==> config.mk <==
export PLATFORM = sky130hd
export DESIGN_NAME = iosled_top
export DESIGN_NICKNAME = d
export VERILOG_FILES = /design/src/design/iosled_pkg.sv /design/src/design/iosled_top.sv
export SDC_FILE = /design/constraint.sdc
export NUM_CORES = 1
export LEC_CHECK = 0
export ABC_AREA = 1
export BUFFER_PORTS_ARGS = -buffer_cell sky130_fd_sc_hd__buf_2
export CELL_PAD_IN_SITES_DETAIL_PLACEMENT = 0
export CELL_PAD_IN_SITES_GLOBAL_PLACEMENT = 2
export CORE_MARGIN = 5
export CORE_UTILIZATION = 34
export DETAILED_ROUTE_END_ITERATION = 10
export PLACE_DENSITY = 0.87
export SLEW_MARGIN = 15
export SYNTH_ARGS = -nofsm -noshare
export SYNTH_HDL_FRONTEND = slang
export SYNTH_SLANG_ARGS = --single-unit
==> constraint.sdc <==
create_clock -name CLK -period 3.74 [get_ports CLK]
set_input_delay 0.374 -clock CLK [delete_from_list [all_inputs] [get_ports CLK]]
set_output_delay 0.374 -clock CLK [all_outputs]
set_load 0.01 [all_outputs]
==> src/design/iosled_pkg.sv <==
// Package with constants for the I/O sampling and status indicator block
package iosled_pkg;
    // ==========================================================
    // Timing
    localparam int CLK_FREQ_HZ       = 10000000;
    localparam int TICK_TIME_MS      = 1;
    localparam int TICK_CYCLES       = CLK_FREQ_HZ / 1000 * TICK_TIME_MS;
    localparam int BLINK_COORD_MS    = 500;
    localparam int BLINK_NORMAL_MS   = 250;
    localparam int ID_FLASH_MS       = 1000;
    localparam int ID_BLINK_MS       = 50;
    localparam int OVERRIDE_UNIT_MS  = 10;

    // ==========================================================
    // Register offsets
    localparam logic [7:0] REG_CTRL      = 8'h00;
    localparam logic [7:0] REG_BLINK     = 8'h04;
    localparam logic [7:0] REG_PERIOD    = 8'h08;
    localparam logic [7:0] REG_CHANGE    = 8'h0c;
    localparam logic [7:0] REG_PULLUP    = 8'h10;
    localparam logic [7:0] REG_PINCFG_LO = 8'h14;
    localparam logic [7:0] REG_PINCFG_HI = 8'h18;
    localparam logic [7:0] REG_DEST_HI   = 8'h1c;
    localparam logic [7:0] REG_DEST_LO   = 8'h20;
    localparam logic [7:0] REG_WAKE_HOLD = 8'h24;
    localparam logic [7:0] REG_COMMAND   = 8'h28;
    localparam logic [7:0] REG_STATUS    = 8'h2c;

    // ==========================================================
    // Fields and reset values
    localparam int NUM_DIO = 13;
    localparam int NUM_ANA = 6;
    localparam int ASSOCIATION_INDICATOR_PIN_PIN = 5;
    localparam int BUTTON_PIN = 0;
    localparam logic [31:0] PINCFG_LO_RST = 32'h0010_0001;
    localparam logic [31:0] PINCFG_HI_RST = 32'h0000_0000;
    localparam logic [3:0] PIN_UNMON  = 4'h0;
    localparam logic [3:0] PIN_ALT1   = 4'h1;
    localparam logic [3:0] PIN_ANALOG = 4'h2;
    localparam logic [3:0] PIN_MON    = 4'h3;
    localparam logic [3:0] PIN_OUT_LO = 4'h4;
    localparam logic [3:0] PIN_OUT_HI = 4'h5;
    localparam logic [7:0] SAMPLE_SETS = 8'h01;
    localparam logic [7:0] CR_BYTE     = 8'h0d;

    typedef enum logic [3:0] {
        ST_IDLE = 4'b0000, ST_CNT = 4'b0001, ST_DMH = 4'b0011, ST_DML = 4'b0010,
        ST_AM   = 4'b0110, ST_DSH = 4'b0111, ST_DSL = 4'b0101, ST_AH  = 4'b0100,
        ST_AL   = 4'b1100, ST_CR  = 4'b1101
    } iosled_state_t;
endpackage : iosled_pkg

==> src/design/iosled_top.sv <==
// Status indicator and I/O line sampling logic
`timescale 1ns/100ps
`default_nettype none
module iosled_top
    import iosled_pkg::*;
#(
    parameter int TICK_CYC = TICK_CYCLES
) (
    input  wire logic                 CLK,
    input  wire logic                 SRST,
    input  wire logic [7:0]           ADDR,
    input  wire logic [31:0]          WDATA,
    input  wire logic                 WR,
    input  wire logic                 RD,
    output logic      [31:0]          RDATA,
    input  wire logic [NUM_DIO-1:0]   DIO_IN,
    output logic      [NUM_DIO-1:0]   DIO_OUT,
    output logic      [NUM_DIO-1:0]   DIO_OE,
    output logic      [NUM_DIO-1:0]   PULLUP_EN,
    output logic      [2:0]           ADC_SEL,
    input  wire logic [15:0]          ADC_DATA,
    input  wire logic                 SLEEPING,
    input  wire logic                 SYNCED,
    input  wire logic                 NET_ASLEEP,
    input  wire logic                 WAKE_START,
    output logic                      STAY_AWAKE,
    input  wire logic                 RX_NODE_ID,
    output logic                      NODE_ID_TX,
    input  wire logic                 RX_SAMPLE_VALID,
    input  wire logic [7:0]           RX_SAMPLE_DATA,
    output logic                      FWD_VALID,
    output logic      [7:0]           FWD_DATA,
    output logic                      SMP_VALID,
    output logic      [7:0]           SMP_DATA,
    output logic                      SMP_LAST,
    output logic                      SMP_TO_SERIAL,
    output logic                      SMP_API_FRAME,
    output logic      [63:0]          SMP_DEST,
    input  wire logic                 SMP_READY
);
    // ==========================================================
    // Register file
    logic [3:0]           sleep_mode_q;
    logic                 coord_q;
    logic                 api_mode_q;
    logic [7:0]           blink_time_override_q;
    logic [15:0]          sample_period_ms_q;
    logic [NUM_DIO-1:0]   change_detect_mask_q;
    logic [NUM_DIO-1:0]   pullup_enable_mask_q;
    logic [31:0]          pincfg_lo_q;
    logic [31:0]          pincfg_hi_q;
    logic [31:0]          destination_addr_high_q;
    logic [31:0]          destination_addr_low_q;
    logic [15:0]          wake_hold_time_q;
    logic                 query_cmd;
    logic                 button_cmd;
    logic [63:0]          pincfg_all;
    logic [3:0]           indicator_pin_config;
    logic                 association_indicator_pin_q;
    logic                 busy;
    logic [NUM_DIO-1:0]   dio_s_q;

    assign pincfg_all           = {pincfg_hi_q, pincfg_lo_q};
    assign indicator_pin_config = pincfg_lo_q[4*ASSOCIATION_INDICATOR_PIN_PIN +: 4];
    assign query_cmd            = WR && ADDR == REG_COMMAND && WDATA[0];
    assign button_cmd           = WR && ADDR == REG_COMMAND && WDATA[1];

    always_ff @(posedge CLK) begin
        if (SRST) begin
            sleep_mode_q            <= 4'h0;
            coord_q                 <= 1'b0;
            api_mode_q              <= 1'b0;
            blink_time_override_q   <= 8'h00;
            sample_period_ms_q      <= 16'h0000;
            change_detect_mask_q    <= '0;
            pullup_enable_mask_q    <= '0;
            pincfg_lo_q             <= PINCFG_LO_RST;
            pincfg_hi_q             <= PINCFG_HI_RST;
            destination_addr_high_q <= 32'h0000_0000;
            destination_addr_low_q  <= 32'h0000_0000;
            wake_hold_time_q        <= 16'h0000;
        end else if (WR) begin
            case (ADDR)
                REG_CTRL: begin
                    sleep_mode_q <= WDATA[3:0];
                    coord_q      <= WDATA[4];
                    api_mode_q   <= WDATA[5];
                end
                REG_BLINK:     blink_time_override_q   <= WDATA[7:0];
                REG_PERIOD:    sample_period_ms_q      <= WDATA[15:0];
                REG_CHANGE:    change_detect_mask_q    <= WDATA[NUM_DIO-1:0];
                REG_PULLUP:    pullup_enable_mask_q    <= WDATA[NUM_DIO-1:0];
                REG_PINCFG_LO: pincfg_lo_q             <= WDATA;
                REG_PINCFG_HI: pincfg_hi_q             <= {12'h000, WDATA[19:0]};
                REG_DEST_HI:   destination_addr_high_q <= WDATA;
                REG_DEST_LO:   destination_addr_low_q  <= WDATA;
                REG_WAKE_HOLD: wake_hold_time_q        <= WDATA[15:0];
                default: ;
            endcase
        end
    end

    // Read data stands only in the cycle after the strobe
    always_ff @(posedge CLK) begin
        if (SRST || !RD) begin
            RDATA <= 32'h0000_0000;
        end else begin
            case (ADDR)
                REG_CTRL:      RDATA <= {26'h0, api_mode_q, coord_q, sleep_mode_q};
                REG_BLINK:     RDATA <= {24'h0, blink_time_override_q};
                REG_PERIOD:    RDATA <= {16'h0, sample_period_ms_q};
                REG_CHANGE:    RDATA <= {19'h0, change_detect_mask_q};
                REG_PULLUP:    RDATA <= {19'h0, pullup_enable_mask_q};
                REG_PINCFG_LO: RDATA <= pincfg_lo_q;
                REG_PINCFG_HI: RDATA <= pincfg_hi_q;
                REG_DEST_HI:   RDATA <= destination_addr_high_q;
                REG_DEST_LO:   RDATA <= destination_addr_low_q;
                REG_WAKE_HOLD: RDATA <= {16'h0, wake_hold_time_q};
                REG_STATUS:    RDATA <= {16'h0, dio_s_q, STAY_AWAKE, busy, association_indicator_pin_q};
                default:       RDATA <= 32'h0000_0000;
            endcase
        end
    end

    // ==========================================================
    // Pin synchronisers and per-pin function
    logic [NUM_DIO-1:0] dio_m_q;
    logic [NUM_DIO-1:0] dio_prev_q;
    logic [NUM_DIO-1:0] dmask;
    logic [NUM_ANA-1:0] amask;

    always_ff @(posedge CLK) begin
        if (SRST) begin
            dio_m_q    <= '0;
            dio_s_q    <= '0;
            dio_prev_q <= '0;
        end else begin
            dio_m_q    <= DIO_IN;
            dio_s_q    <= dio_m_q;
            dio_prev_q <= dio_s_q;
        end
    end

    for (genvar i = 0; i < NUM_DIO; i++) begin : g_pin
        logic [3:0] cfg;
        assign cfg = pincfg_all[4*i +: 4];
        assign dmask[i] = cfg == PIN_MON || cfg == PIN_OUT_LO || cfg == PIN_OUT_HI;
        assign PULLUP_EN[i] = pullup_enable_mask_q[i]
                              && (cfg == PIN_UNMON || cfg == PIN_MON);
        if (i < NUM_ANA) begin : g_ana
            assign amask[i] = cfg == PIN_ANALOG;
        end
        always_ff @(posedge CLK) begin
            if (SRST) begin
                DIO_OUT[i] <= 1'b0;
                DIO_OE[i]  <= 1'b0;
            end else if (i == ASSOCIATION_INDICATOR_PIN_PIN && cfg == PIN_ALT1) begin
                DIO_OUT[i] <= association_indicator_pin_q;
                DIO_OE[i]  <= 1'b1;
            end else begin
                DIO_OUT[i] <= cfg == PIN_OUT_HI;
                DIO_OE[i]  <= cfg == PIN_OUT_LO || cfg == PIN_OUT_HI;
            end
        end
    end

    // ==========================================================
    // Millisecond tick
    logic [15:0] tick_cnt_q;
    logic        ms_tick;

    assign ms_tick = tick_cnt_q == 16'(TICK_CYC - 1);
    always_ff @(posedge CLK) begin
        if (SRST || ms_tick) begin
            tick_cnt_q <= 16'h0000;
        end else begin
            tick_cnt_q <= tick_cnt_q + 16'h0001;
        end
    end

    // ==========================================================
    // Status indicator
    logic [15:0] blink_ms;
    logic [15:0] blink_cnt_q;
    logic        blink_q;
    logic [15:0] flash_cnt_q;
    logic [15:0] flash_ph_q;
    logic        flash_q;
    logic        ind_level;

    always_comb begin
        if (blink_time_override_q != 8'h00) begin
            blink_ms = 16'(blink_time_override_q * OVERRIDE_UNIT_MS);
        end else if (coord_q) begin
            blink_ms = 16'(BLINK_COORD_MS);
        end else begin
            blink_ms = 16'(BLINK_NORMAL_MS);
        end
    end

    always_ff @(posedge CLK) begin
        if (SRST) begin
            blink_cnt_q <= 16'h0000;
            blink_q     <= 1'b0;
        end else if (ms_tick) begin
            if (blink_cnt_q + 16'h0001 >= blink_ms) begin
                blink_cnt_q <= 16'h0000;
                blink_q     <= !blink_q;
            end else begin
                blink_cnt_q <= blink_cnt_q + 16'h0001;
            end
        end
    end

    // Flash only while the indicator function is on
    always_ff @(posedge CLK) begin
        if (SRST) begin
            flash_cnt_q <= 16'h0000;
            flash_ph_q  <= 16'h0000;
            flash_q     <= 1'b0;
        end else if (RX_NODE_ID && indicator_pin_config == PIN_ALT1) begin
            flash_cnt_q <= 16'(ID_FLASH_MS);
            flash_ph_q  <= 16'h0000;
            flash_q     <= 1'b1;
        end else if (ms_tick && flash_cnt_q != 16'h0000) begin
            flash_cnt_q <= flash_cnt_q - 16'h0001;
            if (flash_ph_q == 16'(ID_BLINK_MS - 1)) begin
                flash_ph_q <= 16'h0000;
                flash_q    <= !flash_q;
            end else begin
                flash_ph_q <= flash_ph_q + 16'h0001;
            end
        end
    end

    always_comb begin
        case (sleep_mode_q)
            4'h0:             ind_level = blink_q;
            4'h1, 4'h4, 4'h5: ind_level = SLEEPING ? 1'b0 : blink_q;
            4'h7:             ind_level = (!SYNCED || NET_ASLEEP) ? 1'b1 : blink_q;
            4'h8:             ind_level = SLEEPING ? 1'b0 : (!SYNCED ? 1'b1 : blink_q);
            default:          ind_level = blink_q;
        endcase
    end

    always_ff @(posedge CLK) begin
        if (SRST) begin
            association_indicator_pin_q <= 1'b0;
        end else begin
            association_indicator_pin_q <= flash_cnt_q != 16'h0000 ? flash_q : ind_level;
        end
    end

    // ==========================================================
    // Commissioning button and node identification
    logic btn_prev_q;
    logic id_pend_q;
    logic press;

    assign press = (btn_prev_q && !dio_s_q[BUTTON_PIN] && pincfg_lo_q[3:0] == PIN_ALT1)
                   || button_cmd;
    always_ff @(posedge CLK) begin
        if (SRST) begin
            btn_prev_q <= 1'b0;
            id_pend_q  <= 1'b0;
            NODE_ID_TX <= 1'b0;
        end else begin
            btn_prev_q <= dio_s_q[BUTTON_PIN];
            NODE_ID_TX <= 1'b0;
            if (press && sleep_mode_q == 4'h0) begin
                NODE_ID_TX <= 1'b1;
            end else if (press && !WAKE_START) begin
                id_pend_q <= 1'b1;
            end else if (WAKE_START && (id_pend_q || press)) begin
                NODE_ID_TX <= 1'b1;
                id_pend_q  <= 1'b0;
            end
        end
    end

    // ==========================================================
    // Received sample forwarding and wake hold
    logic [15:0] hold_cnt_q;

    always_ff @(posedge CLK) begin
        if (SRST) begin
            FWD_VALID <= 1'b0;
            FWD_DATA  <= 8'h00;
        end else begin
            FWD_VALID <= RX_SAMPLE_VALID && api_mode_q;
            FWD_DATA  <= RX_SAMPLE_DATA;
        end
    end

    always_ff @(posedge CLK) begin
        if (SRST) begin
            hold_cnt_q <= 16'h0000;
        end else if (WAKE_START && sleep_mode_q != 4'h0) begin
            hold_cnt_q <= wake_hold_time_q;
        end else if (ms_tick && hold_cnt_q != 16'h0000) begin
            hold_cnt_q <= hold_cnt_q - 16'h0001;
        end
    end
    assign STAY_AWAKE = hold_cnt_q != 16'h0000;

    // ==========================================================
    // Sample triggers
    logic [15:0] period_cnt_q;
    logic        periodic;
    logic        changed;
    logic        pend_q;
    logic        pend_query_q;
    logic        start;

    assign periodic = ms_tick && sample_period_ms_q != 16'h0000 && !SLEEPING
                      && period_cnt_q + 16'h0001 >= sample_period_ms_q;
    assign changed  = |((dio_s_q ^ dio_prev_q) & change_detect_mask_q);
    assign start    = !busy && (pend_q || pend_query_q || query_cmd);

    always_ff @(posedge CLK) begin
        if (SRST || sample_period_ms_q == 16'h0000 || SLEEPING) begin
            period_cnt_q <= 16'h0000;
        end else if (ms_tick) begin
            period_cnt_q <= periodic ? 16'h0000 : period_cnt_q + 16'h0001;
        end
    end

    // New trigger wins over the clear at start
    always_ff @(posedge CLK) begin
        if (SRST) begin
            pend_q       <= 1'b0;
            pend_query_q <= 1'b0;
        end else begin
            if (periodic || changed) begin
                pend_q <= 1'b1;
            end else if (start) begin
                pend_q <= 1'b0;
            end
            if (query_cmd && busy) begin
                pend_query_q <= 1'b1;
            end else if (start) begin
                pend_query_q <= 1'b0;
            end
        end
    end

    // ==========================================================
    // Sample set serialiser
    iosled_state_t      state_q;
    iosled_state_t      after;
    iosled_state_t      ret_q;
    logic [NUM_DIO-1:0] dmask_q;
    logic [NUM_DIO-1:0] dstate_q;
    logic [NUM_ANA-1:0] amask_q;
    logic [2:0]         ana_next;
    logic               text_q;
    logic               field_end;
    logic               advance;
    logic [7:0]         byte_d;

    function automatic logic [2:0] next_chan(input logic [NUM_ANA-1:0] m, input logic [2:0] from);
        logic [2:0] r;
        r = 3'(NUM_ANA);
        for (int c = NUM_ANA - 1; c >= 0; c--) begin
            if (m[c] && 3'(c) >= from) begin
                r = 3'(c);
            end
        end
        return r;
    endfunction : next_chan

    assign busy    = state_q != ST_IDLE;
    assign advance = busy && (!SMP_VALID || SMP_READY);
    assign ana_next = next_chan(amask_q, state_q == ST_AL ? ADC_SEL + 3'h1 : 3'h0);

    always_comb begin
        after     = ST_IDLE;
        field_end = 1'b1;
        byte_d    = 8'h00;
        case (state_q)
            ST_CNT: begin
                byte_d = SAMPLE_SETS;
                after  = ST_DMH;
            end
            ST_DMH: begin
                byte_d    = {3'h0, dmask_q[12:8]};
                after     = ST_DML;
                field_end = 1'b0;
            end
            ST_DML: begin
                byte_d = dmask_q[7:0];
                after  = ST_AM;
            end
            ST_AM: begin
                byte_d = {2'h0, amask_q};
                after  = dmask_q != '0 ? ST_DSH
                         : (ana_next != 3'(NUM_ANA) ? ST_AH : ST_IDLE);
            end
            ST_DSH: begin
                byte_d    = {3'h0, dstate_q[12:8]};
                after     = ST_DSL;
                field_end = 1'b0;
            end
            ST_DSL: begin
                byte_d = dstate_q[7:0];
                after  = ana_next != 3'(NUM_ANA) ? ST_AH : ST_IDLE;
            end
            ST_AH: begin
                byte_d    = ADC_DATA[15:8];
                after     = ST_AL;
                field_end = 1'b0;
            end
            ST_AL: begin
                byte_d = ADC_DATA[7:0];
                after  = ana_next != 3'(NUM_ANA) ? ST_AH : ST_IDLE;
            end
            ST_CR: begin
                byte_d    = CR_BYTE;
                after     = ret_q;
                field_end = 1'b0;
            end
            default: begin
                field_end = 1'b0;
            end
        endcase
    end

    always_ff @(posedge CLK) begin
        if (SRST) begin
            state_q       <= ST_IDLE;
            ret_q         <= ST_IDLE;
            dmask_q       <= '0;
            dstate_q      <= '0;
            amask_q       <= '0;
            text_q        <= 1'b0;
            ADC_SEL       <= 3'h0;
            SMP_VALID     <= 1'b0;
            SMP_DATA      <= 8'h00;
            SMP_LAST      <= 1'b0;
            SMP_TO_SERIAL <= 1'b0;
            SMP_API_FRAME <= 1'b0;
            SMP_DEST      <= 64'h0;
        end else if (start) begin
            state_q       <= ST_CNT;
            dmask_q       <= dmask;
            dstate_q      <= dio_s_q & dmask;
            amask_q       <= amask;
            SMP_TO_SERIAL <= query_cmd || pend_query_q;
            SMP_API_FRAME <= api_mode_q;
            text_q        <= (query_cmd || pend_query_q) && !api_mode_q;
            SMP_DEST      <= {destination_addr_high_q, destination_addr_low_q};
            if (SMP_READY) begin
                SMP_VALID <= 1'b0;
                SMP_LAST  <= 1'b0;
            end
        end else if (advance) begin
            SMP_VALID <= 1'b1;
            SMP_DATA  <= byte_d;
            if (after == ST_AH && state_q != ST_CR) begin
                ADC_SEL <= ana_next;
            end
            if (text_q && field_end) begin
                state_q  <= ST_CR;
                ret_q    <= after;
                SMP_LAST <= 1'b0;
            end else begin
                state_q  <= after;
                SMP_LAST <= after == ST_IDLE;
            end
        end else if (SMP_READY) begin
            SMP_VALID <= 1'b0;
            SMP_LAST  <= 1'b0;
        end
    end
endmodule : iosled_top
`default_nettype wire
# --- Word-level counts from Yosys, hierarchy flattened ---
# Index checks and enable logic that the tools add are counted.
classes:
  bitwise_logic: 5
  n_eq_ne: 77
  n_addsub: 7
  mux: 51
  mul: 1
  order_cmp: 8
  reduce_logical: 168
op_table:
  columns: ["operator", "count"]
  rows:
  - ["case mux 32 bit (11 select lines)", 1]
  - ["equality test 4 x 3 -> 1 bit (second input constant)", 34]
  - ["equality test 4 x 2 -> 1 bit (second input constant)", 21]
  - ["two-way mux 16 bit", 5]
  - ["case mux 8 bit (9 select lines)", 1]
  - ["adder 16 x 1 -> 16 bit (second input constant)", 4]
  - ["logical OR 1 bit", 64]
  - ["logical NOT 4 bit", 15]
  - ["nonzero test 16 bit", 3]
  - ["logical AND 1 bit", 41]
  - ["equality test 8 x 5 -> 1 bit (second input constant)", 4]
  - ["equality test 8 x 6 -> 1 bit (second input constant)", 4]
  - [">= comparator 16 bit", 2]
  - ["case mux 4 bit (8 select lines)", 1]
  - ["subtractor 16 x 1 -> 16 bit (second input constant)", 2]
  - ["two-way mux 1 bit", 28]
  - ["AND reduction 2 bit", 14]
  - ["bitwise AND 13 bit", 2]
  - ["two-way mux 3 bit", 7]
  - ["two-way mux 10 bit", 2]
  - ["equality test 16 x 14 -> 1 bit (second input constant)", 1]
  - ["equality test 16 x 6 -> 1 bit (second input constant)", 1]
  - ["equality test 4 x 1 -> 1 bit (second input constant)", 4]
  - ["equality test 8 x 4 -> 1 bit (second input constant)", 2]
  - ["28 further kinds", 54]
totals:
  reg_bits: 518
  in_bits: 88
  elab_cells: 390

# --- Depth between registers and ports, before layout ---
logic_depth:
  word_depth: 18
  depth_mapped: 21
  mapped_depth_nobuf: 21

# --- Worst setup path before layout ---
# OpenSTA, ideal clock, no wires.
synth_path:
  path_kind: "register to register"
  start: "register blink_time_override_q[1]"
  end: "register blink_cnt_q[3]"
  arrival_ns: 2.962
  setup_ns: 0.070
  synth_period_minus_slack_ns: 3.032
  stages_incl_launch_ff: 22
  path_buffers: 0
  setup_slack_ns: 0.708
  path_cell_list: "dfxtp_1 > ha_1 > ha_1 > fa_1 > nand2_1 > nand2_1 > a21oi_1 > nor2_1 > nor2_1 > nor2_1 > o21ai_0 > nand3b_1 > ha_1 > nand2_1 > a21oi_1 > a21oi_1 > inv_1 > nor2_1 > nand3_4 > nor2_4 > nand2_1 > o21ai_1"
synth_via:
  elab_chain_len: 4
synth_lines:
  columns: ["element", "line", "rtl"]
  rows:
  - ["start, declared", "iosled_top.sv:46", "logic [7:0] blink_time_override_q;"]
  - ["start signal, assigned", "iosled_top.sv:89", "REG_BLINK: blink_time_override_q <= WDATA[7:0];"]
  - ["multiplier 8 x 3 -> 11 bit / nonzero test 8 bit (equally long branches)", "iosled_top.sv:193, iosled_top.sv:192", null]
  - ["two-way mux 12 bit *", "iosled_top.sv:192", "if (blink_time_override_q != 8'h00) begin"]
  - [">= comparator 16 bit *", "iosled_top.sv:206", "if (blink_cnt_q + 16'h0001 >= blink_ms) begin"]
  - ["two-way mux 16 bit *", "iosled_top.sv:206", null]
  - ["end signal, assigned", "iosled_top.sv:210", "blink_cnt_q <= blink_cnt_q + 16'h0001;"]
  - ["end, declared", "iosled_top.sv:184", "logic [15:0] blink_cnt_q;"]
# Every way passes the cells marked *; elsewhere a longest branch is shown, timed or not.
# A chain may end at the register's enable or synchronous reset.

# --- Worst setup path in the final report ---
layout_path:
  start: "register blink_time_override_q[1]"
  end: "register blink_cnt_q[7]"
# The elaborated chain is that of the path after synthesis.

==> run_results.csv <==
group,metric,value,unit
run_status,status,"finished clean",
cts,cts_buffers,59,
yosys,syn_area_per_cell,7.29,um^2
power_and_ir_drop,total_leakage_power,11.7,nW
placement,dp.cells,4182,
power_and_ir_drop,p_comb_share,5.7,%
finish,syn2layout_area_growth,18.7,%
power_and_ir_drop,power.density,456,nW/um^2
timing,finalSetupViolations,0,
routing,drt_wl_total,83100,um
yosys,yosys.cell_types.count,55,
worst_setup_path,cp-end-kind,"flop",
worst_setup_path,crit_path_max_fanout,5,
finish,regArea,10400,um^2
yosys,synthTopCellsByArea,"dfxtp_1 45%, nand2_1 7.7%, a21oi_1 7.6%",
timing,min_period,3.34,ns
global_route,grt_usage,21.7,%
cts,cts_tree,"yes",
yosys,seq_area_frac_synth,44.8,%
worst_setup_path,arrival,3.89,ns
placement,dp.final_hpwl,60800,um
die,rows,95,
die,num_io_pins,249,
routing,drtPass1Iterations,6,
power_and_ir_drop,seqPwrFrac,45.0,%
run,max_cap_violations,0,
timing,tightest_slew,0.874,ns
global_route,gr-total-overflow,0,
yosys,synthArstFlopShare,0,%
routing,vias_per_cell,5.04,
global_route,grt_start_max_net_pins,181,
finish,multi_input_area,10500,um^2
yosys,synth-edff-count,0,
finish,fin_area,27400,um^2
finish,drive_gt1_share,13.3,%
timing,slew_viol_final,0,
yosys,synth_top_area_cell,"dfxtp_1",
power_and_ir_drop,switchingPower,3.03,mW
routing,drtIter0Drc,1980,
cts,cts_buffer_depth,3,
power_and_ir_drop,p_int,9.47,mW
cts,cts_num_sinks,517,
timing,rsz0062_at_grt,"no",
placement,portBuffers,248,
yosys,synth_nets,3302,
yosys,yosysWarnings,0,
power_and_ir_drop,ir_worst_vdd,0.336,mV
timing,hold-worst-slack,0.0381,ns
worst_setup_path,required,4.29,ns
routing,drtAntennaViolNets,0,
timing,fin_crit_sh,89.2,%
die,start_util,34.3,%
cts,clock_latency,0.64,ns
yosys,synth_seq_cells,517,
timing,slew_headroom,41.7,%
worst_setup_path,crit_path_start_kind,"flop",
yosys,ys.flop_type,"dfxtp_1",
routing,vias,21743,
finish,fillers,7176,
cts,cts_root_buf,"clkbuf_16",
global_route,grt_antenna_before_repair,2,
routing,drc_errors,0,
placement,post_dp_cell_area,25100,um^2
cts,htree_levels,2,
die,die_w,271,um
global_route,grt_pass1_wl,125000,um
power_and_ir_drop,p_clk_share,49.3,%
power_and_ir_drop,p_sw_share,24.3,%
timing,fmaxAchievable,300,MHz
finish,final_util,40.7,%
die,dieArea,73200,um^2
placement,gp_congestion,0.920,
die,core,67300,um^2
die,die-height,271,um
cts,clk_pin_slew,0.06,ns
timing,fin_skew,0.0302,ns
timing,finalHoldViolations,0,
yosys,syn_inst,3165,
worst_hold_path,min_path_type,"in2reg",
global_route,grt_pass1_vias,20681,
worst_setup_path,crit_type,"reg2reg",
cts,postCtsSetupBuffers,0,
finish,stdcell_count,4317,
routing,wire_per_inst,19.2,um
timing,tns,0,ns
finish,finish.net_count,3532,
yosys,yosys.area.top_type_share,44.8,%
yosys,syn_area,23100,um^2
synthesized netlist by cell type (all sizes together) (11+ instances only):
master / count
a21oi: 349
a31oi: 12
buf: 62
clkbuf: 71
dfxtp: 517
ha: 48
inv: 425
nand2: 481
nand3: 179
nand4: 54
nor2: 371
nor3: 64
nor4: 11
o21ai: 349
o22ai: 45
xor2: 33
logic make-up (layout without fill, tap and decap cells):
logic type | count (synthesis) | after routing | share of synthesized area [%]
AO/OA/AOI/OAI | 814 | 814 | 18.8
AND/OR/NAND/NOR | 1186 | 1187 | 22.6
buffers and inverters | 561 | 838 | 9.65
flip-flops | 517 | 517 | 44.8
other | 0 | 1 | 0
adder cells (fa/ha/maj) | 49 | 49 | 2.69
XOR/XNOR | 38 | 38 | 1.44
power by group through the flow:
stage / clock (mW) / sequential, mW / combinational (mW)
detailed placement: 0 / 5.75 / 0.700
global placement: 0 / 5.75 / 0.703
finish: 6.16 / 5.63 / 0.714
floorplan: 0 / 5.76 / 0.374
global route: 6.54 / 5.63 / 0.788
CTS: 6.29 / 5.63 / 0.722
worst paths after layout:
| check | from | endpoint | slack, ns | cells after the start |
|---|---|---|---|---|
| setup / recovery | blink_time_override_q[1] | blink_cnt_q[7] | 0.40 | 21 |
| setup reg to reg | blink_time_override_q[1] | blink_cnt_q[7] | 0.40 | 21 |
| hold reg to reg | dio_m_q[8] | dio_s_q[8] | 0.38 | 2 |
| hold / removal | SMP_READY | SMP_LAST | 0.04 | 4 |
worst max-delay path, stage by stage, from the launching register on:
cell,delay (ns)
dfxtp_2,0.34
ha_1,0.29
ha_1,0.22
fa_1,0.37
nand2_1,0.09
nand2_1,0.05
a21oi_1,0.17
nor2_1,0.08
nor2_1,0.09
nor2_1,0.06
o21ai_0,0.15
nand3b_1,0.12
ha_1,0.30
nand2_1,0.06
a21oi_1,0.04
a21oi_1,0.11
inv_1,0.06
nor2_2,0.17
nand3_4,0.13
nor2_4,0.20
nand2_1,0.07
o21ai_1,0.08
flip-flops by register name, indices dropped and copies added, names as in the netlist, 16 cells and up:
| signal | flops |
|---|---|
| wake_hold_time_q | 16 |
| destination_addr_high_q | 32 |
| SMP_DEST | 64 |
| RDATA | 32 |
| destination_addr_low_q | 32 |
| flash_ph_q | 16 |
| sample_period_ms_q | 16 |
| pincfg_hi_q | 20 |
| flash_cnt_q | 16 |
| tick_cnt_q | 16 |
| pincfg_lo_q | 32 |
| period_cnt_q | 16 |
| hold_cnt_q | 16 |
| blink_cnt_q | 16 |
layout make-up:
cell class	count	share of cell area, %
well taps	873	3.99
flip-flops and latches	517	37.8
clock inverters	27	1.38
diodes	1	0.00913
inverters	428	5.88
multi-input cells	2088	38.4
repair buffers	301	6.35
clock buffers	82	6.22
cells in the final DEF, fill, tap and decap left out, types with 6 or more instances in the layout:
cell           count
o211ai_1           7
clkbuf_16         60
xor2_1            33
nand3b_1           9
a21oi_1          349
nor2_4             9
dfxtp_1          515
o22ai_1           45
nor2_2            11
inv_2             24
or2_2              9
clkinv_2           8
inv_1            401
clkbuf_8          12
nor3_2             7
clkbuf_1          10
buf_4             27
a31oi_1           12
a221oi_1           7
nand3_1          173
nor2_1           352
nand2_2            6
nor3_1            57
o21ai_1           21
ha_1              48
bufinv_16          7
a211oi_1          10
o21ai_0          327
o221ai_1          10
nand4_1           54
clkinvlp_4         7
nand2_1          475
nor4_1             9
dlygate4sd3_1     24
buf_2            247
through the flow:
step	total power, mW	setup slack [ns]
2_1_floorplan	6.13	0.708
3_3_place_gp	6.45	0.358
3_5_place_dp	6.45	0.301
4_1_cts	12.6	0.285
5_1_grt	13.0	0.0331
6_report	12.5	0.403
routing by layer:
layer / part of all wire [%] / wire length (um) / GRT usage (%) / vias to the layer above
li1: - / - / - / 10911
met1: 44 / 36700 / 28.8 / 10111
met2: 47 / 39300 / 36.6 / 581
met3: 5.3 / 4380 / 3.23 / 140
met4: 3.2 / 2640 / 6.43 / 0
met5: 0 / 0 / 0 / -
timing repair:
| action | CTS | global route |
|---|---|---|
| hold buffers | 24 | 0 |
| endpoints found under the hold margin | 24 | 0 |
| setup endpoints to repair | 0 | 9 |
| gates resized for setup | 0 | 3 |
Power figures use the tool's default switching activity.
